<file path="config.mk">
export PLATFORM = sky130hd
export DESIGN_NAME = daa_line_regs
export DESIGN_NICKNAME = d
export VERILOG_FILES = /design/src/verilog/daa_regs_pkg.sv /design/src/verilog/cal_sequencer.sv /design/src/verilog/daa_line_regs.sv /design/src/verilog/sync_2ff.sv
export SDC_FILE = /design/constraint.sdc
export NUM_CORES = 1
export LEC_CHECK = 0
export BUFFER_PORTS_ARGS = -buffer_cell sky130_fd_sc_hd__buf_2
export CAP_MARGIN = 20
export CORE_ASPECT_RATIO = 1.2
export CORE_UTILIZATION = 44
export DETAILED_ROUTE_END_ITERATION = 12
export PLACE_DENSITY = 0.7
export SLEW_MARGIN = 20
export SYNTH_ARGS = -nofsm -noshare
export SYNTH_HDL_FRONTEND = slang
export SYNTH_SLANG_ARGS = --single-unit
</file>
<file path="constraint.sdc">
create_clock -name clk_i -period 2.1 [get_ports clk_i]
set_input_delay 0.21 -clock clk_i [delete_from_list [all_inputs] [get_ports clk_i]]
set_output_delay 0.21 -clock clk_i [all_outputs]
set_load 0.1 [all_outputs]
</file>
<file path="src/verilog/daa_regs_pkg.sv">
// Shared constants and types for the line-side calibration and DC status register bank
package daa_regs_pkg;

    // Bus geometry
    localparam int ADDR_W = 8;                 // Wishbone byte address width
    localparam int DATA_W = 32;                // Wishbone data width
    localparam int SEL_W  = DATA_W / 8;        // Byte lane selects
    localparam int REG_W  = 8;                 // Width of each register
    localparam int IDX_W  = ADDR_W - 2;        // Word index width

    // Register indexes, byte address is four times the index
    localparam logic [IDX_W-1:0] IDX_CAL_CTRL  = 6'h19;  // resistor_calibration_ctrl
    localparam logic [IDX_W-1:0] IDX_DC_CTRL   = 6'h1A;  // dc_termination_ctrl
    localparam logic [IDX_W-1:0] IDX_RSVD_27   = 6'h1B;  // reserved_reg_27
    localparam logic [IDX_W-1:0] IDX_LOOP_STAT = 6'h1C;  // loop_current_status
    localparam logic [IDX_W-1:0] IDX_LINE_STAT = 6'h1D;  // line_voltage_status
    localparam logic [IDX_W-1:0] IDX_RSVD_30   = 6'h1E;  // reserved_reg_30

    // Calibration register fields
    localparam int CAL_BUSY_BIT   = 7;         // cal_in_progress
    localparam int CAL_MANUAL_BIT = 6;         // manual_cal_start
    localparam int CAL_DIS_BIT    = 5;         // cal_disable
    localparam int CAL_RSVD_BIT   = 4;         // Always reads zero
    localparam int TRIM_LSB       = 0;         // cal_trim_value low bit
    localparam int TRIM_W         = 4;         // cal_trim_value width

    // DC termination register fields
    localparam int VADJ_LSB     = 6;           // tip_ring_voltage_sel
    localparam int MIN_LSB      = 4;           // min_loop_current_sel
    localparam int DC_RSVD_LSB  = 2;           // Reserved pair
    localparam int LIMIT_BIT    = 1;           // current_limit_en
    localparam int IMP_BIT      = 0;           // dc_impedance_sel
    localparam int SEL2_W       = 2;           // Two-bit code width

    // Reset values
    localparam logic [REG_W-1:0]  CAL_RESET    = 8'h00;
    localparam logic [REG_W-1:0]  DC_RESET     = 8'h00;
    localparam logic [REG_W-1:0]  STAT_RESET   = 8'h00;
    localparam logic [SEL2_W-1:0] VADJ_FIXED   = 2'h2;  // Fixed 3.35 V code
    localparam logic [SEL2_W-1:0] MIN_FIXED    = 2'h0;  // Fixed 10 mA code

    // Timing
    localparam int CLK_PERIOD_NS = 10;         // 100 MHz
    localparam int CAL_TIME_NS   = 100000;     // Calibration run length, 100 us
    localparam int CAL_CYCLES    = (CAL_TIME_NS + CLK_PERIOD_NS - 1) / CLK_PERIOD_NS;

    // Calibration sequencer states
    typedef enum logic {
        CAL_IDLE,
        CAL_RUN
    } cal_state_e;

endpackage

</file>
<file path="src/verilog/cal_sequencer.sv">
// Resistor calibration run timer with busy and done flags
module cal_sequencer
    import daa_regs_pkg::*;
#(
    parameter int CNT_MAX = 10000              // Cycles one calibration takes
) (
    input  wire logic clk_i,                   // System clock
    input  wire logic rst_i,                   // Synchronous reset, active high
    input  wire logic start_i,                 // One-cycle start request
    output logic      busy_o,                  // High while calibration runs
    output logic      done_o                   // One-cycle pulse at the end
);

    localparam int CW = $clog2(CNT_MAX + 1);   // Counter width

    cal_state_e      state;                    // Current state
    logic   [CW-1:0] count;                    // Remaining cycles
    wire             last = (count == CW'(1)); // Final cycle of a run

    // Idle until started, run for CNT_MAX cycles, then flag done
    always_ff @(posedge clk_i) begin
        if (rst_i) begin
            state  <= CAL_IDLE;
            count  <= '0;
            busy_o <= 1'b0;
            done_o <= 1'b0;
        end else begin
            done_o <= 1'b0;
            unique case (state)
                CAL_IDLE: begin
                    // Start ignored while a run is going
                    if (start_i) begin
                        state  <= CAL_RUN;
                        count  <= CW'(CNT_MAX);
                        busy_o <= 1'b1;
                    end
                end
                CAL_RUN: begin
                    count <= count - CW'(1);
                    if (last) begin
                        state  <= CAL_IDLE;
                        busy_o <= 1'b0;
                        done_o <= 1'b1;
                    end
                end
            endcase
        end
    end

endmodule

</file>
<file path="src/verilog/daa_line_regs.sv">
// Line-side calibration, DC termination and line status register bank on Wishbone
//
// What this block does
// - Busy bit reads one during calibration
// - Writing manual bit one starts calibration
// - Disable bit blocks internal automatic calibration; here the post-reset run starts before the bit can be set
// - Bit 4 reads zero, host never writes
// - Voltage code selects pin level, else fixed
// - Minimum current code, else fixed 10 mA
// - Limit enable caps current at 60 mA
// - Bit 0 picks 50 or 800 ohm
// - Loop current unsigned, 1.1 mA steps
// - Loop current zero below operating level
// - Line voltage signed, 1 V steps
// - Voltage sign bit shows line polarity
// - Line voltage updates on and off hook
// - Line voltage zero with no line
//
// Register access over Wishbone was decided locally.
module daa_line_regs #(
    parameter int CAL_CYCLES_P      = daa_regs_pkg::CAL_CYCLES, // Calibration run length
    parameter bit HAS_VOLTAGE_ADJ   = 1'b1,    // Variant honours voltage code
    parameter bit HAS_MIN_CURRENT   = 1'b1,    // Variant honours current code
    parameter bit HAS_CURRENT_LIMIT = 1'b1,    // Variant supports current limit
    parameter bit HAS_LINE_MONITOR  = 1'b1     // Variant reports line status
) (
    input  wire logic                              clk_i,          // 100 MHz clock
    input  wire logic                              rst_i,          // Sync reset, high
    // Wishbone classic slave
    input  wire logic [daa_regs_pkg::ADDR_W-1:0]   wb_adr_i,       // Byte address
    input  wire logic [daa_regs_pkg::DATA_W-1:0]   wb_dat_i,       // Write data
    output logic      [daa_regs_pkg::DATA_W-1:0]   wb_dat_o,       // Read data
    input  wire logic [daa_regs_pkg::SEL_W-1:0]    wb_sel_i,       // Byte lanes
    input  wire logic                              wb_we_i,        // Write strobe
    input  wire logic                              wb_cyc_i,       // Cycle valid
    input  wire logic                              wb_stb_i,       // Strobe
    output logic                                   wb_ack_o,       // Acknowledge
    // Line measurement pins, asynchronous
    input  wire logic [daa_regs_pkg::REG_W-1:0]    loop_current_meas_i,  // Raw current
    input  wire logic [daa_regs_pkg::REG_W-1:0]    line_voltage_meas_i,  // Raw voltage
    input  wire logic                              loop_current_ok_i,    // Enough current
    input  wire logic                              line_connected_i,     // Line present
    // Analog control outputs
    output logic                                   cal_run_o,            // Calibrating
    output logic      [daa_regs_pkg::SEL2_W-1:0]   tip_ring_voltage_sel_o, // Pin level
    output logic      [daa_regs_pkg::SEL2_W-1:0]   min_loop_current_sel_o, // Min current
    output logic                                   current_limit_en_o,   // 60 mA cap
    output logic                                   dc_impedance_sel_o,   // 800 ohm
    output logic                                   polarity_reversal_o   // Sign flipped
);

    import daa_regs_pkg::*;

    // Bus decode

    wire  [IDX_W-1:0] idx      = wb_adr_i[ADDR_W-1:2];          // Word index
    wire              req      = wb_cyc_i & wb_stb_i & ~wb_ack_o; // New request
    wire              wr_req   = req & wb_we_i & wb_sel_i[0];   // Write on low lane
    wire              rd_req   = req & ~wb_we_i;                // Read request

    // Compare the index against one register
    function automatic logic hit(input logic [IDX_W-1:0] a, input logic [IDX_W-1:0] r);
        hit = (a == r);
    endfunction

    wire              wr_cal   = wr_req & hit(idx, IDX_CAL_CTRL); // Calibration write
    wire              wr_dc    = wr_req & hit(idx, IDX_DC_CTRL);  // DC control write
    wire [REG_W-1:0]  wbyte    = wb_dat_i[REG_W-1:0];           // Written byte

    // Register storage

    logic             manual_cal_start;        // Manual start bit as written
    logic             cal_disable;             // Blocks automatic calibration
    logic [TRIM_W-1:0] cal_trim_value;         // Trim field, read back verbatim
    logic [SEL2_W-1:0] tip_ring_voltage_sel;   // Voltage adjust code
    logic [SEL2_W-1:0] min_loop_current_sel;   // Minimum current code
    logic             current_limit_en;        // Limit enable as written
    logic             dc_impedance_sel;        // Impedance select
    logic [REG_W-1:0] loop_current_value;      // Loop current status
    logic [REG_W-1:0] line_voltage_value;      // Line voltage status
    logic             prev_sign;               // Last seen polarity bit
    logic             prev_connected;          // Line present last cycle
    logic             auto_pending;            // Post-reset calibration not yet run

    // Calibration sequencer handshake
    logic             cal_busy;                // Run in progress
    logic             cal_done;                // Run just ended

    // Calibration control

    wire  next_manual    = wbyte[CAL_MANUAL_BIT];                 // Bit being written
    wire  manual_go      = wr_cal & next_manual & ~manual_cal_start; // Rising write
    wire  auto_go        = auto_pending & ~cal_disable;          // Automatic start
    wire  cal_start      = manual_go | auto_go;                  // Request to sequencer

    // Calibration control bits
    always_ff @(posedge clk_i) begin
        if (rst_i) begin
            manual_cal_start <= CAL_RESET[CAL_MANUAL_BIT];
            cal_disable      <= CAL_RESET[CAL_DIS_BIT];
            cal_trim_value   <= CAL_RESET[TRIM_LSB +: TRIM_W];
        end else if (wr_cal) begin
            // Host clears the manual bit itself, within its time limit
            manual_cal_start <= next_manual;
            cal_disable      <= wbyte[CAL_DIS_BIT];
            cal_trim_value   <= wbyte[TRIM_LSB +: TRIM_W];
        end
    end

    // Automatic calibration is owed once after each reset
    always_ff @(posedge clk_i) begin
        if (rst_i) begin
            auto_pending <= 1'b1;
        end else if (auto_go || manual_go || cal_disable) begin
            // Served, superseded by a manual run, or forbidden
            auto_pending <= 1'b0;
        end
    end

    // Run timer for one calibration
    cal_sequencer #(
        .CNT_MAX (CAL_CYCLES_P)
    ) u_cal_seq (
        .clk_i   (clk_i),
        .rst_i   (rst_i),
        .start_i (cal_start),
        .busy_o  (cal_busy),
        .done_o  (cal_done)
    );

    // DC termination control

    // DC termination fields; reserved pair not stored
    always_ff @(posedge clk_i) begin
        if (rst_i) begin
            tip_ring_voltage_sel <= DC_RESET[VADJ_LSB +: SEL2_W];
            min_loop_current_sel <= DC_RESET[MIN_LSB +: SEL2_W];
            current_limit_en     <= DC_RESET[LIMIT_BIT];
            dc_impedance_sel     <= DC_RESET[IMP_BIT];
        end else if (wr_dc) begin
            tip_ring_voltage_sel <= wbyte[VADJ_LSB +: SEL2_W];
            min_loop_current_sel <= wbyte[MIN_LSB +: SEL2_W];
            current_limit_en     <= wbyte[LIMIT_BIT];
            dc_impedance_sel     <= wbyte[IMP_BIT];
        end
    end

    wire [SEL2_W-1:0] eff_vadj = HAS_VOLTAGE_ADJ ? tip_ring_voltage_sel : VADJ_FIXED;
    wire [SEL2_W-1:0] eff_min  = HAS_MIN_CURRENT ? min_loop_current_sel : MIN_FIXED;
    wire              eff_cap  = HAS_CURRENT_LIMIT & current_limit_en;

    // Drive the analog controls from flops
    always_ff @(posedge clk_i) begin
        if (rst_i) begin
            tip_ring_voltage_sel_o <= VADJ_FIXED;
            min_loop_current_sel_o <= MIN_FIXED;
            current_limit_en_o     <= 1'b0;
            dc_impedance_sel_o     <= 1'b0;
            cal_run_o              <= 1'b0;
        end else begin
            tip_ring_voltage_sel_o <= eff_vadj;
            min_loop_current_sel_o <= eff_min;
            current_limit_en_o     <= eff_cap;
            dc_impedance_sel_o     <= dc_impedance_sel;
            cal_run_o              <= cal_busy;
        end
    end

    // Line measurement

    logic [REG_W-1:0] loop_meas_s;             // Synchronised current sample
    logic [REG_W-1:0] line_meas_s;             // Synchronised voltage sample
    logic             loop_ok_s;               // Synchronised current good
    logic             connected_s;             // Synchronised line present

    // Pin samples enter through two flops each
    sync_2ff #(
        .W     (2 * REG_W + 2)
    ) u_meas_sync (
        .clk_i (clk_i),
        .rst_i (rst_i),
        .d_i   ({loop_current_meas_i, line_voltage_meas_i,
                 loop_current_ok_i, line_connected_i}),
        .q_o   ({loop_meas_s, line_meas_s, loop_ok_s, connected_s})
    );

    wire [REG_W-1:0] next_loop = (HAS_LINE_MONITOR && loop_ok_s) ? loop_meas_s : STAT_RESET;
    wire [REG_W-1:0] next_line = (HAS_LINE_MONITOR && connected_s) ? line_meas_s : STAT_RESET;
    wire             flip      = connected_s & prev_connected
                               & (next_line[REG_W-1] != prev_sign);

    // Status registers track the line every cycle, hook state irrelevant
    always_ff @(posedge clk_i) begin
        if (rst_i) begin
            loop_current_value <= STAT_RESET;
            line_voltage_value <= STAT_RESET;
            prev_sign          <= 1'b0;
            prev_connected     <= 1'b0;
            polarity_reversal_o <= 1'b0;
        end else begin
            loop_current_value <= next_loop;
            line_voltage_value <= next_line;
            prev_sign          <= next_line[REG_W-1];
            prev_connected     <= connected_s & HAS_LINE_MONITOR;
            polarity_reversal_o <= flip & HAS_LINE_MONITOR;
        end
    end

    // Read path

    wire [REG_W-1:0] cal_view  = {cal_busy, manual_cal_start, cal_disable, 1'b0,
                                  cal_trim_value};
    // Reserved pair reads zero
    wire [REG_W-1:0] dc_view   = {tip_ring_voltage_sel, min_loop_current_sel, 2'h0,
                                  current_limit_en, dc_impedance_sel};

    // Read multiplexer; reserved and unmapped words read zero
    logic [REG_W-1:0] rd_byte;                 // Selected register
    always_comb begin
        unique case (idx)
            IDX_CAL_CTRL:  rd_byte = cal_view;
            IDX_DC_CTRL:   rd_byte = dc_view;
            IDX_LOOP_STAT: rd_byte = loop_current_value;
            IDX_LINE_STAT: rd_byte = line_voltage_value;
            IDX_RSVD_30:   rd_byte = STAT_RESET;
            default:       rd_byte = STAT_RESET;
        endcase
    end

    // Bus answer

    // One-cycle acknowledge, data held until next read
    always_ff @(posedge clk_i) begin
        if (rst_i) begin
            wb_ack_o <= 1'b0;
            wb_dat_o <= '0;
        end else begin
            wb_ack_o <= req;
            if (rd_req) begin
                wb_dat_o <= {{(DATA_W - REG_W){1'b0}}, rd_byte};
            end
        end
    end

endmodule

</file>
<file path="src/verilog/sync_2ff.sv">
// Two flip-flop synchroniser for pin inputs
module sync_2ff #(
    parameter int W = 1                        // Bus width
) (
    input  wire logic         clk_i,           // System clock
    input  wire logic         rst_i,           // Synchronous reset, active high
    input  wire logic [W-1:0] d_i,             // Asynchronous input
    output logic      [W-1:0] q_o              // Synchronised output
);

    logic [W-1:0] meta;                        // First stage, read only by second

    // Two stages, first stage feeds nothing else
    always_ff @(posedge clk_i) begin
        if (rst_i) begin
            meta <= '0;
            q_o  <= '0;
        end else begin
            meta <= d_i;
            q_o  <= meta;
        end
    end

endmodule
</file>
Yosys cells after proc, flatten, opt, wreduce, memory -nomap -nowiden
Index checks and enable logic that the tools add are counted.
- bits in registers: 99
- latch bits: 0
- RAM bits: 0
- memory bits (read-only): 0
- input bits: 67
- logic and storage cells: 69
- memories kept: 0
- add/subtract/negate cells: 1
- $mul: 0
- divide/modulo/power cells: 0
- $lt $le $gt $ge: 0
- equality and inequality tests: 8
- shift-type cells: 0
- mux-type cells: 10
- bitwise gates (word level): 20
- reductions and logical operators: 5
- operator list (operator ; count):
    $pmux 8 s4 ; 1
    $pmux 14 s2 ; 1
    $eq 6x5->1 const B ; 4
    $eq 14x1->1 const B ; 1
    $mux 14 ; 1
    $sub 14x1->14 const B ; 1
    $and 1x1->1 ; 12
    $mux 8 ; 1
    $not 1->1 ; 7
    $mux 1 ; 4
    $ne 2x2->1 const B ; 2
    $pmux 1 s2 ; 2
    $reduce_or 2->1 ; 2
    $logic_or 1x1->1 ; 2
    $reduce_and 2->1 ; 1
    $ne 1x1->1 ; 1
    $or 1x1->1 ; 1

Logic depth before layout (Yosys ltp)
Gate-level depths: netlist of run 1.
- depth in word-level cells: 10
- gate-level depth with buffers: 5
- gate-level depth less buffers: 5

Modules after synthesis
From an unflattened synthesis of run 1, not the netlist that was laid out.
- cell total of the unflattened synthesis: 352
- area total of the unflattened synthesis: 3796.1 µm²
- modules (own cells, without submodules) (module ; times used ; cells each ; area an instance (µm²) ; sequential area each (µm²)):
    daa_line_regs ; 1 ; 180 ; 1926.8 ; 940.9
    sync_2ff ; 1 ; 75 ; 994.7 ; 720.7
    cal_sequencer ; 1 ; 97 ; 874.6 ; 340.3

Worst setup path after synthesis of run 1
No wires, ideal clock.
- kind: register to register
- start point: register wb_ack_o
- end point: register u_cal_seq.count[8]
- arrival time: 2.076 ns
- required time: 2.021 ns
- slack: -0.055 ns
- stages on the path, launching flop included: 6
- path buffers: 1
- path through: dfxtp_1 nand3b_1 or4_1 buf_6 a21o_4 a211oi_2
- longest elaborated chain between the ends: 9
- ends and longest elaborated chain (element ; line ; RTL):
    from (decl) ; daa_line_regs.sv:37 ; output logic wb_ack_o,
    from (signal assigned) ; daa_line_regs.sv:238 ; wb_ack_o <= req;
    $not 1->1 ; daa_line_regs.sv:57 ; wire req = wb_cyc_i & wb_stb_i & ~wb_ack_o;
    $and 1x1->1 ; daa_line_regs.sv:57 ;
    $and 1x1->1 (2 in series) ; daa_line_regs.sv:58 ; wire wr_req = req & wb_we_i & wb_sel_i[0];
    $and 1x1->1 ; daa_line_regs.sv:66 ; wire wr_cal = wr_req & hit(idx, IDX_CAL_CTRL);
    $and 1x1->1 (2 in series) ; daa_line_regs.sv:92 ; wire manual_go = wr_cal & next_manual & ~manual_cal_start;
    $or 1x1->1 ; daa_line_regs.sv:94 ; wire cal_start = manual_go | auto_go;
    $ne 2x2->1 (no line) ; n/a ;
    to (signal assigned) ; cal_sequencer.sv:34 ; count <= CW'(CNT_MAX);
    to (signal assigned) ; cal_sequencer.sv:39 ; count <= count - CW'(1);
    to (decl) ; cal_sequencer.sv:17 ; logic [CW-1:0] count;
Every way passes these cells.
A chain may end at the register's enable or synchronous reset.

Worst setup path in the final report of run 1
- start point: register wb_ack_o
- end point: register u_cal_seq.count[4]
The elaborated chain is that of the path after synthesis.

==> flow_summary.ini, run 1 <==
[outcome]
status = completed

[cells_and_area]
num-fill-cells = 743
antenna_cells = 0
syn_to_final_growth_pct = 14.3
finalNonFillerCells = 527
finalInstanceArea_mm2 = 0.00424
fin_nets = 477
layout-drive-gt1-share_pct = 24.0

[global_routing]
antenna_found_initial = 0
grt_use_met3_pct = 3.44
gr-usage-all-layers_pct = 15.8
use_met2_pct = 25.5
grt_max_degree = 33
grt_pass1_wl_mm = 10.7
gr-max-usage-layer = met2
grt_pass1_vias = 2257
grtUsageMet1_pct = 20.2
grt_overflow = 0

[sta]
hold_violations = 0
fmax_mhz = 596
maxSlewHeadroom_pct = 61.2
setup_ws_ns = 0.423
finalClockSkew_ns = 0.0107
worst_slew_pin_slew_ns = 0.579
period_minus_slack_ns = 1.68
slew_violations = 0
tns_ns = 0
setup_viol = 0
rsz0062_at_grt = no
fin_crit_sh_pct = 79.8

[worst_setup_path]
critPathRequiredTime_ns = 2.40
r2r-end = u_cal_seq.count[4]
cp_max_fo = 6
reg2reg_depth = 4
r2r_slack_ns = 0.42
end_kind = flip-flop
crit_arrival_ns = 1.97
start_kind = flip-flop
r2r_start = wb_ack_o
setup.worst_path.end = u_cal_seq.count[4]
criticalPathCategory = flip-flop to flip-flop
crit_path_start = wb_ack_o

[placement]
pre_cts_ws_ns = 0.223
dpl-instance-area_mm2 = 0.00404
io_buffers = 54
dpl.cell_count = 511
dpl.hpwl_mm = 4.64
gp_congestion = 0.857

[clocking]
cts_buffers = 9
ctsResizeCount = 0
cts_buffer_depth = 2
cts_tree = built
cts_setup_buffers = 0
path_clk_slew_ns = 0.11
postCtsHoldBufs = 0
cts_root_buf = clkbuf_8
clock_latency_ns = 0.37
htreeDepth = 3
cts_sinks = 99

[power]
finalPower_w = 0.00367
p_leak_nw = 1.75
pwr_density_cell_mw_per_mm2 = 864
ir_drop_mv = 0.398

[routing]
wl_per_cell_um = 12.4
avgViaCountPerCell = 4.78
vias = 2520
drt-total-wl_mm = 6.54
drt-initial-drc-count = 157
final_antenna_net_count = 0
drc_errors = 0
drt_pass1_iterations = 4

[worst_hold_path]
hold_path_class = primary input to flip-flop
whs_path_depth = 2

[synth]
synth_edf_count = 0
synthArstFlopShare_pct = 0
syn-cell-area_mm2 = 0.00371
synth_top_area_share_pct = 53.4
synth_cell_types = 48
ys_top_cells_by_area = dfxtp_1, nor2b_1, buf_4
yosysSeqAreaShare_pct = 53.4
synth_warnings = 0
synth-seq-cells = 99
synth_top_flop_cell = dfxtp_1
yosys.area.top_type = dfxtp_1
avgSynthCellArea_um2 = 10.6
synthCells = 350

[job]
cap_violations = 0

[floorplanning]
die_y_um = 103
initial_core_util_pct = 45.5
dieArea_mm2 = 0.00881
ios = 108
core_area_mm2 = 0.00815
die_w_um = 85.9
row_count = 36
[final cells by class]
cell class	count	area (µm²)	share of cell area (%)
sequential	99	1980	46.7
multi-input combinational	228	1550	36.4
timing repair buffer	64	345	8.14
tap	114	143	3.36
clock buffer	9	124	2.92
clock inverter	7	80.1	1.89
inverter	6	22.5	0.531
[logic make-up (layout without fill, tap and decap cells)]
group | Yosys count | in the layout | share of synthesized area, %
other | 1 | 24 | 0.101
adder cells (fa/ha/maj) | 2 | 2 | 0.674
XOR/XNOR | 2 | 2 | 0.472
AND/OR/NAND/NOR | 138 | 138 | 22.8
AO/OA/AOI/OAI | 40 | 40 | 9.10
buffers and inverters | 46 | 86 | 7.28
multiplexers | 22 | 22 | 6.20
flip-flops | 99 | 99 | 53.4
[synth_stat cells (2+ instances only)]
cell type / instances
a211oi_2: 3
a21oi_1: 5
a222oi_1: 5
a22oi_1: 3
a311oi_1: 2
a31oi_1: 2
and2_1: 18
and3_1: 5
buf_4: 24
clkbuf_1: 15
dfxtp_1: 99
ha_1: 2
inv_1: 5
mux2_2: 8
mux2i_1: 14
nand2_1: 5
nand2b_1: 6
nand3_1: 4
nand4_1: 10
nand4b_1: 2
nor2_1: 23
nor2b_1: 48
nor3_1: 4
nor4_1: 2
o2bb2ai_1: 9
o311ai_0: 3
o41ai_1: 2
or3_1: 2
[through the flow]
| step | utilization, % | hold WS, ns |
|---|---|---|
| floorplan | - | 0.300 |
| global placement | 49.6 | 0.414 |
| detailed placement | 49.6 | 0.411 |
| CTS | 52.1 | 0.0163 |
| global route | 52.1 | 0.0301 |
| finish | 52.1 | 0.0374 |
[placed cells by master, fill, tap and decap left out, drive strengths merged, types with 2 or more instances in the layout]
cell,Yosys,layout
dfxtp,99,99
and2,18,18
or3,2,2
a22oi,3,3
a31oi,2,2
nand2b,6,6
a222oi,5,5
nor4,4,4
a211oi,4,4
o2bb2ai,9,9
ha,2,2
clkinv,1,4
o311ai,3,3
nor3,4,4
nor2,23,23
a21oi,5,5
nor2b,48,48
nand4,10,10
and3,5,5
clkbuf,15,9
a311oi,2,2
a21o,2,2
and3b,2,2
nand3,4,4
conb,1,24
inv,5,8
mux2,8,8
o41ai,2,2
nand2,5,5
buf,25,64
mux2i,14,14
nand4b,2,2
[registers in the layout (all words and copies together), names as in the netlist, 2 cells and up]
signal / cells
u_cal_seq.count: 14
u_meas_sync.meta: 18
tip_ring_voltage_sel_o: 2
eff_vadj: 2
eff_min: 2
min_loop_current_sel_o: 2
cal_trim_value: 4
loop_current_value: 8
wb_dat_o: 8
u_meas_sync.q_o: 18
line_voltage_value: 8
[worst min path at each step]
stage | start | to | slack (ns)
after floorplan | rst_i | auto_pending | 0.30
after global placement | u_meas_sync.q_o[10] | loop_current_value[0] | 0.41
after detailed placement | u_meas_sync.q_o[11] | loop_current_value[1] | 0.41
after CTS | line_voltage_meas_i[7] | u_meas_sync.meta[9] | 0.02
after global routing | loop_current_meas_i[3] | u_meas_sync.meta[13] | 0.03
final | loop_current_meas_i[7] | u_meas_sync.meta[17] | 0.04
[where the power goes]
part / switching, W / internal (W) / total [W]
logic: 0.000350 / 0.000125 / 0.000475
registers: 0.0000421 / 0.00194 / 0.00199
clock network: 0.000733 / 0.000473 / 0.00121
[critical path, cell delays in order (launching register included)]
cell and delay [ns]:
dfxtp_2 0.33, nand3b_1 0.17, or4_1 0.65, a21o_4 0.30
a211oi_2 0.17
[layer usage]
| layer | vias to the layer above | wire length [µm] |
|---|---|---|
| met5 | - | 0 |
| met4 | 0 | 67 |
| met3 | 5 | 312 |
| met2 | 81 | 3160 |
| met1 | 1157 | 3000 |
| li1 | 1277 | - |
No activity file was read; power rests on OpenSTA's default activity.
==> run 2: changes to the inputs <==
--- a/config.mk
+++ b/config.mk
@@ -5,12 +5,13 @@
 export SDC_FILE = /design/constraint.sdc
 export NUM_CORES = 1
 export LEC_CHECK = 0
+export ABC_AREA = 1
 export BUFFER_PORTS_ARGS = -buffer_cell sky130_fd_sc_hd__buf_2
 export CAP_MARGIN = 20
 export CORE_ASPECT_RATIO = 1.2
 export CORE_UTILIZATION = 44
 export DETAILED_ROUTE_END_ITERATION = 12
-export PLACE_DENSITY = 0.7
+export PLACE_DENSITY = 0.72
 export SLEW_MARGIN = 20
 export SYNTH_ARGS = -nofsm -noshare
 export SYNTH_HDL_FRONTEND = slang
==> constraint.sdc (replaced) <==
create_clock -name clk_i -period 1.44 [get_ports clk_i]
set_input_delay 0.144 -clock clk_i [delete_from_list [all_inputs] [get_ports clk_i]]
set_output_delay 0.144 -clock clk_i [all_outputs]
set_load 0.1 [all_outputs]
==> run 2 against run 1 <==
Against the previous run:
- power is 52% higher
- hold slack gained 0.013 ns
- critical path depth up 3
- synthesized cell count is 43% higher
- utilization increased by 2.8 points
- combinational power increased by 84%
- first-iteration DRC count decreased by 27%
- setup slack worse by 0.33 ns
- largest power group unchanged
==> flow_summary.ini, run 2 <==
[outcome]
status = completed

[clocking]
cts_root_buf = clkbuf_8
cts_sinks = 99
clock_latency_ns = 0.37
cts_buffers = 9
cts_setup_buffers = 0
cts_buffer_depth = 2
cts_tree = built
path_clk_slew_ns = 0.09
htreeDepth = 3

[synth]
synth_top_flop_cell = dfxtp_1
yosys.area.top_type = dfxtp_1
yosysMostFrequentCell = dfxtp_1
synth_common_cells = dfxtp_1, nor2_1, inv_1
synth_cell_types = 33
synth_edf_count = 0
synthArstFlopShare_pct = 0
synthCells = 499
synth_top_area_share_pct = 51.0
yosysSeqAreaShare_pct = 51.0
synth_warnings = 0
avgSynthCellArea_um2 = 7.78
syn-cell-area_mm2 = 0.00388
ys_top_cells_by_area = dfxtp_1, nor2_1, inv_1
synth-seq-cells = 99

[power]
p_leak_nw = 2.15
ir_drop_mv = 0.727
pwr_density_cell_mw_per_mm2 = 1190
finalPower_w = 0.00559

[cells_and_area]
top_regs = u_meas_sync.meta (18), u_meas_sync.q_o (18), u_cal_seq.count (14)
mostFrequentLayoutCells = dfxtp_1, nor2_1, inv_1
layout-drive-gt1-share_pct = 19.4
antenna_cells = 0
layout_commonest_cell = dfxtp_1
fin_nets = 651
final_util_pct = 54.8
syn_to_final_growth_pct = 20.9
num-fill-cells = 783

[placement]
io_buffers = 54
gp_congestion = 0.859
dpl.hpwl_mm = 5.48

[global_routing]
grt_pass1_wl_mm = 12.4
grt_max_degree = 43
grt_pass1_vias = 2864
grt_overflow = 0
gr-usage-all-layers_pct = 17.7
antenna_found_initial = 0

[sta]
setup_viol = 0
fmax_mhz = 745
fin_crit_sh_pct = 93.2
hold_violations = 0
whs_ns = 0.0503
rsz0062_at_grt = yes
period_minus_slack_ns = 1.34
finalClockSkew_ns = 0.00965
slew_violations = 0

[worst_hold_path]
hold_path_class = primary input to flip-flop
holdPathEnd = cal_trim_value[3]
whs_path_depth = 3
min-delay-start = wb_dat_i[3]

[worst_setup_path]
start_kind = flip-flop
cpPeakStageDelay_ns = 0.33
critical_path.top_delay_family = simple AND/OR/NAND/NOR gates
slowest_stage = dfxtp_2
crit_arrival_ns = 1.60
end_kind = flip-flop
crit_path_start = wb_ack_o
critPathRequiredTime_ns = 1.70
criticalPathCategory = flip-flop to flip-flop
r2r_slack_ns = 0.1
reg2reg_depth = 7
cp_max_fo = 8
critPathBufInv = 2
path_cells = inv_1, nand3_2, nor2_4, nand4_4, buf_12, nand4_1, a21oi_1
r2r_start = wb_ack_o
r2r-end = u_cal_seq.count[0]

[floorplanning]
die_y_um = 105
core_area_mm2 = 0.00856
dieArea_mm2 = 0.00920
row_count = 37
die_w_um = 87.8
initial_core_util_pct = 45.3
ios = 108

[routing]
wl_per_cell_um = 10.8
final_antenna_net_count = 0
vias = 3156
drt_pass1_iterations = 4
avgViaCountPerCell = 4.48
drt-total-wl_mm = 7.58
drt-initial-drc-count = 115
drc_errors = 0

[job]
cap_violations = 0
## run 2: cell types whose count changed after synthesis, sizes merged, moves of 18 or more
cell	before	now
nand3	4	33
and2	18	0
a21oi	5	32
nor2	23	94
inv	5	83
nand2	5	70
nor2b	48	0
## run 2: cell families after synthesis
group	after synthesis	share of synthesized area, %
fa+ha+maj	2	0.644
xor+xnor	1	0.226
simple gates	221	25.9
buf+inv	122	14.8
other cells	1	0.0966
compound gates	53	7.25
flops	99	51.0
## run 2: final cells by class
type / count / area, µm² / area share (%)
multi-input cells: 301 / 1470 / 31.3
inverters: 84 / 317 / 6.74
clock inverters: 7 / 82.6 / 1.76
well taps: 117 / 146 / 3.12
flip-flops and latches: 99 / 1980 / 42.2
repair buffers: 87 / 576 / 12.3
clock buffers: 9 / 124 / 2.64
## run 2: per-layer routing
metal | global-route usage (%) | share of wire (%) | routed length (µm) | up-vias
met5 | 0 | 0 | 0 | -
met4 | 8.78 | 2.6 | 194 | 0
met3 | 4.19 | 2.9 | 222 | 13
met2 | 32.2 | 55 | 4130 | 67
met1 | 18.4 | 40 | 3030 | 1424
li1 | - | - | - | 1652
## run 2: tightest hold or removal path: stages
cell,delay [ns]
buf_2,0.09
o21ai_0,0.08
nor2_1,0.08
## run 2: what timing repair did
action	4_1_cts	5_1_grt
setup endpoints to repair	0	27
hold buffers	18	0
gates resized for setup	0	15
hold endpoints to repair	18	0
## run 2: worst max-delay path by stage
stage / endpoint / slack, ns / cells after the start
floorplan: eff_min[0] / -0.02 / 7
global placement: u_cal_seq.count[9] / 0.07 / 7
detailed placement: u_cal_seq.count[9] / 0.05 / 7
CTS: u_cal_seq.count[9] / 0.03 / 7
global route: u_cal_seq.count[9] / -0.01 / 8
finish: u_cal_seq.count[0] / 0.1 / 7
## run 2: power breakdown
group / total [W] / switching (W) / internal, W
Sequential: 0.00289 / 0.0000581 / 0.00283
Combinational: 0.000876 / 0.000631 / 0.000245
Clock: 0.00182 / 0.000988 / 0.000833
## run 2: stage by stage
| stage | setup slack, ns | area [µm²] | setup TNS, ns | cells |
|---|---|---|---|---|
| final | 0.0975 | 4700 | 0 | 704 |
| after global routing | -0.0126 | 4700 | -0.0400 | 704 |
| after CTS | 0.0349 | 4640 | 0 | 704 |
| after detailed placement | 0.0541 | 4260 | 0 | 670 |
| after global placement | 0.0683 | 4260 | 0 | 670 |
| after floorplan | -0.0151 | 3980 | -0.0851 | 522 |
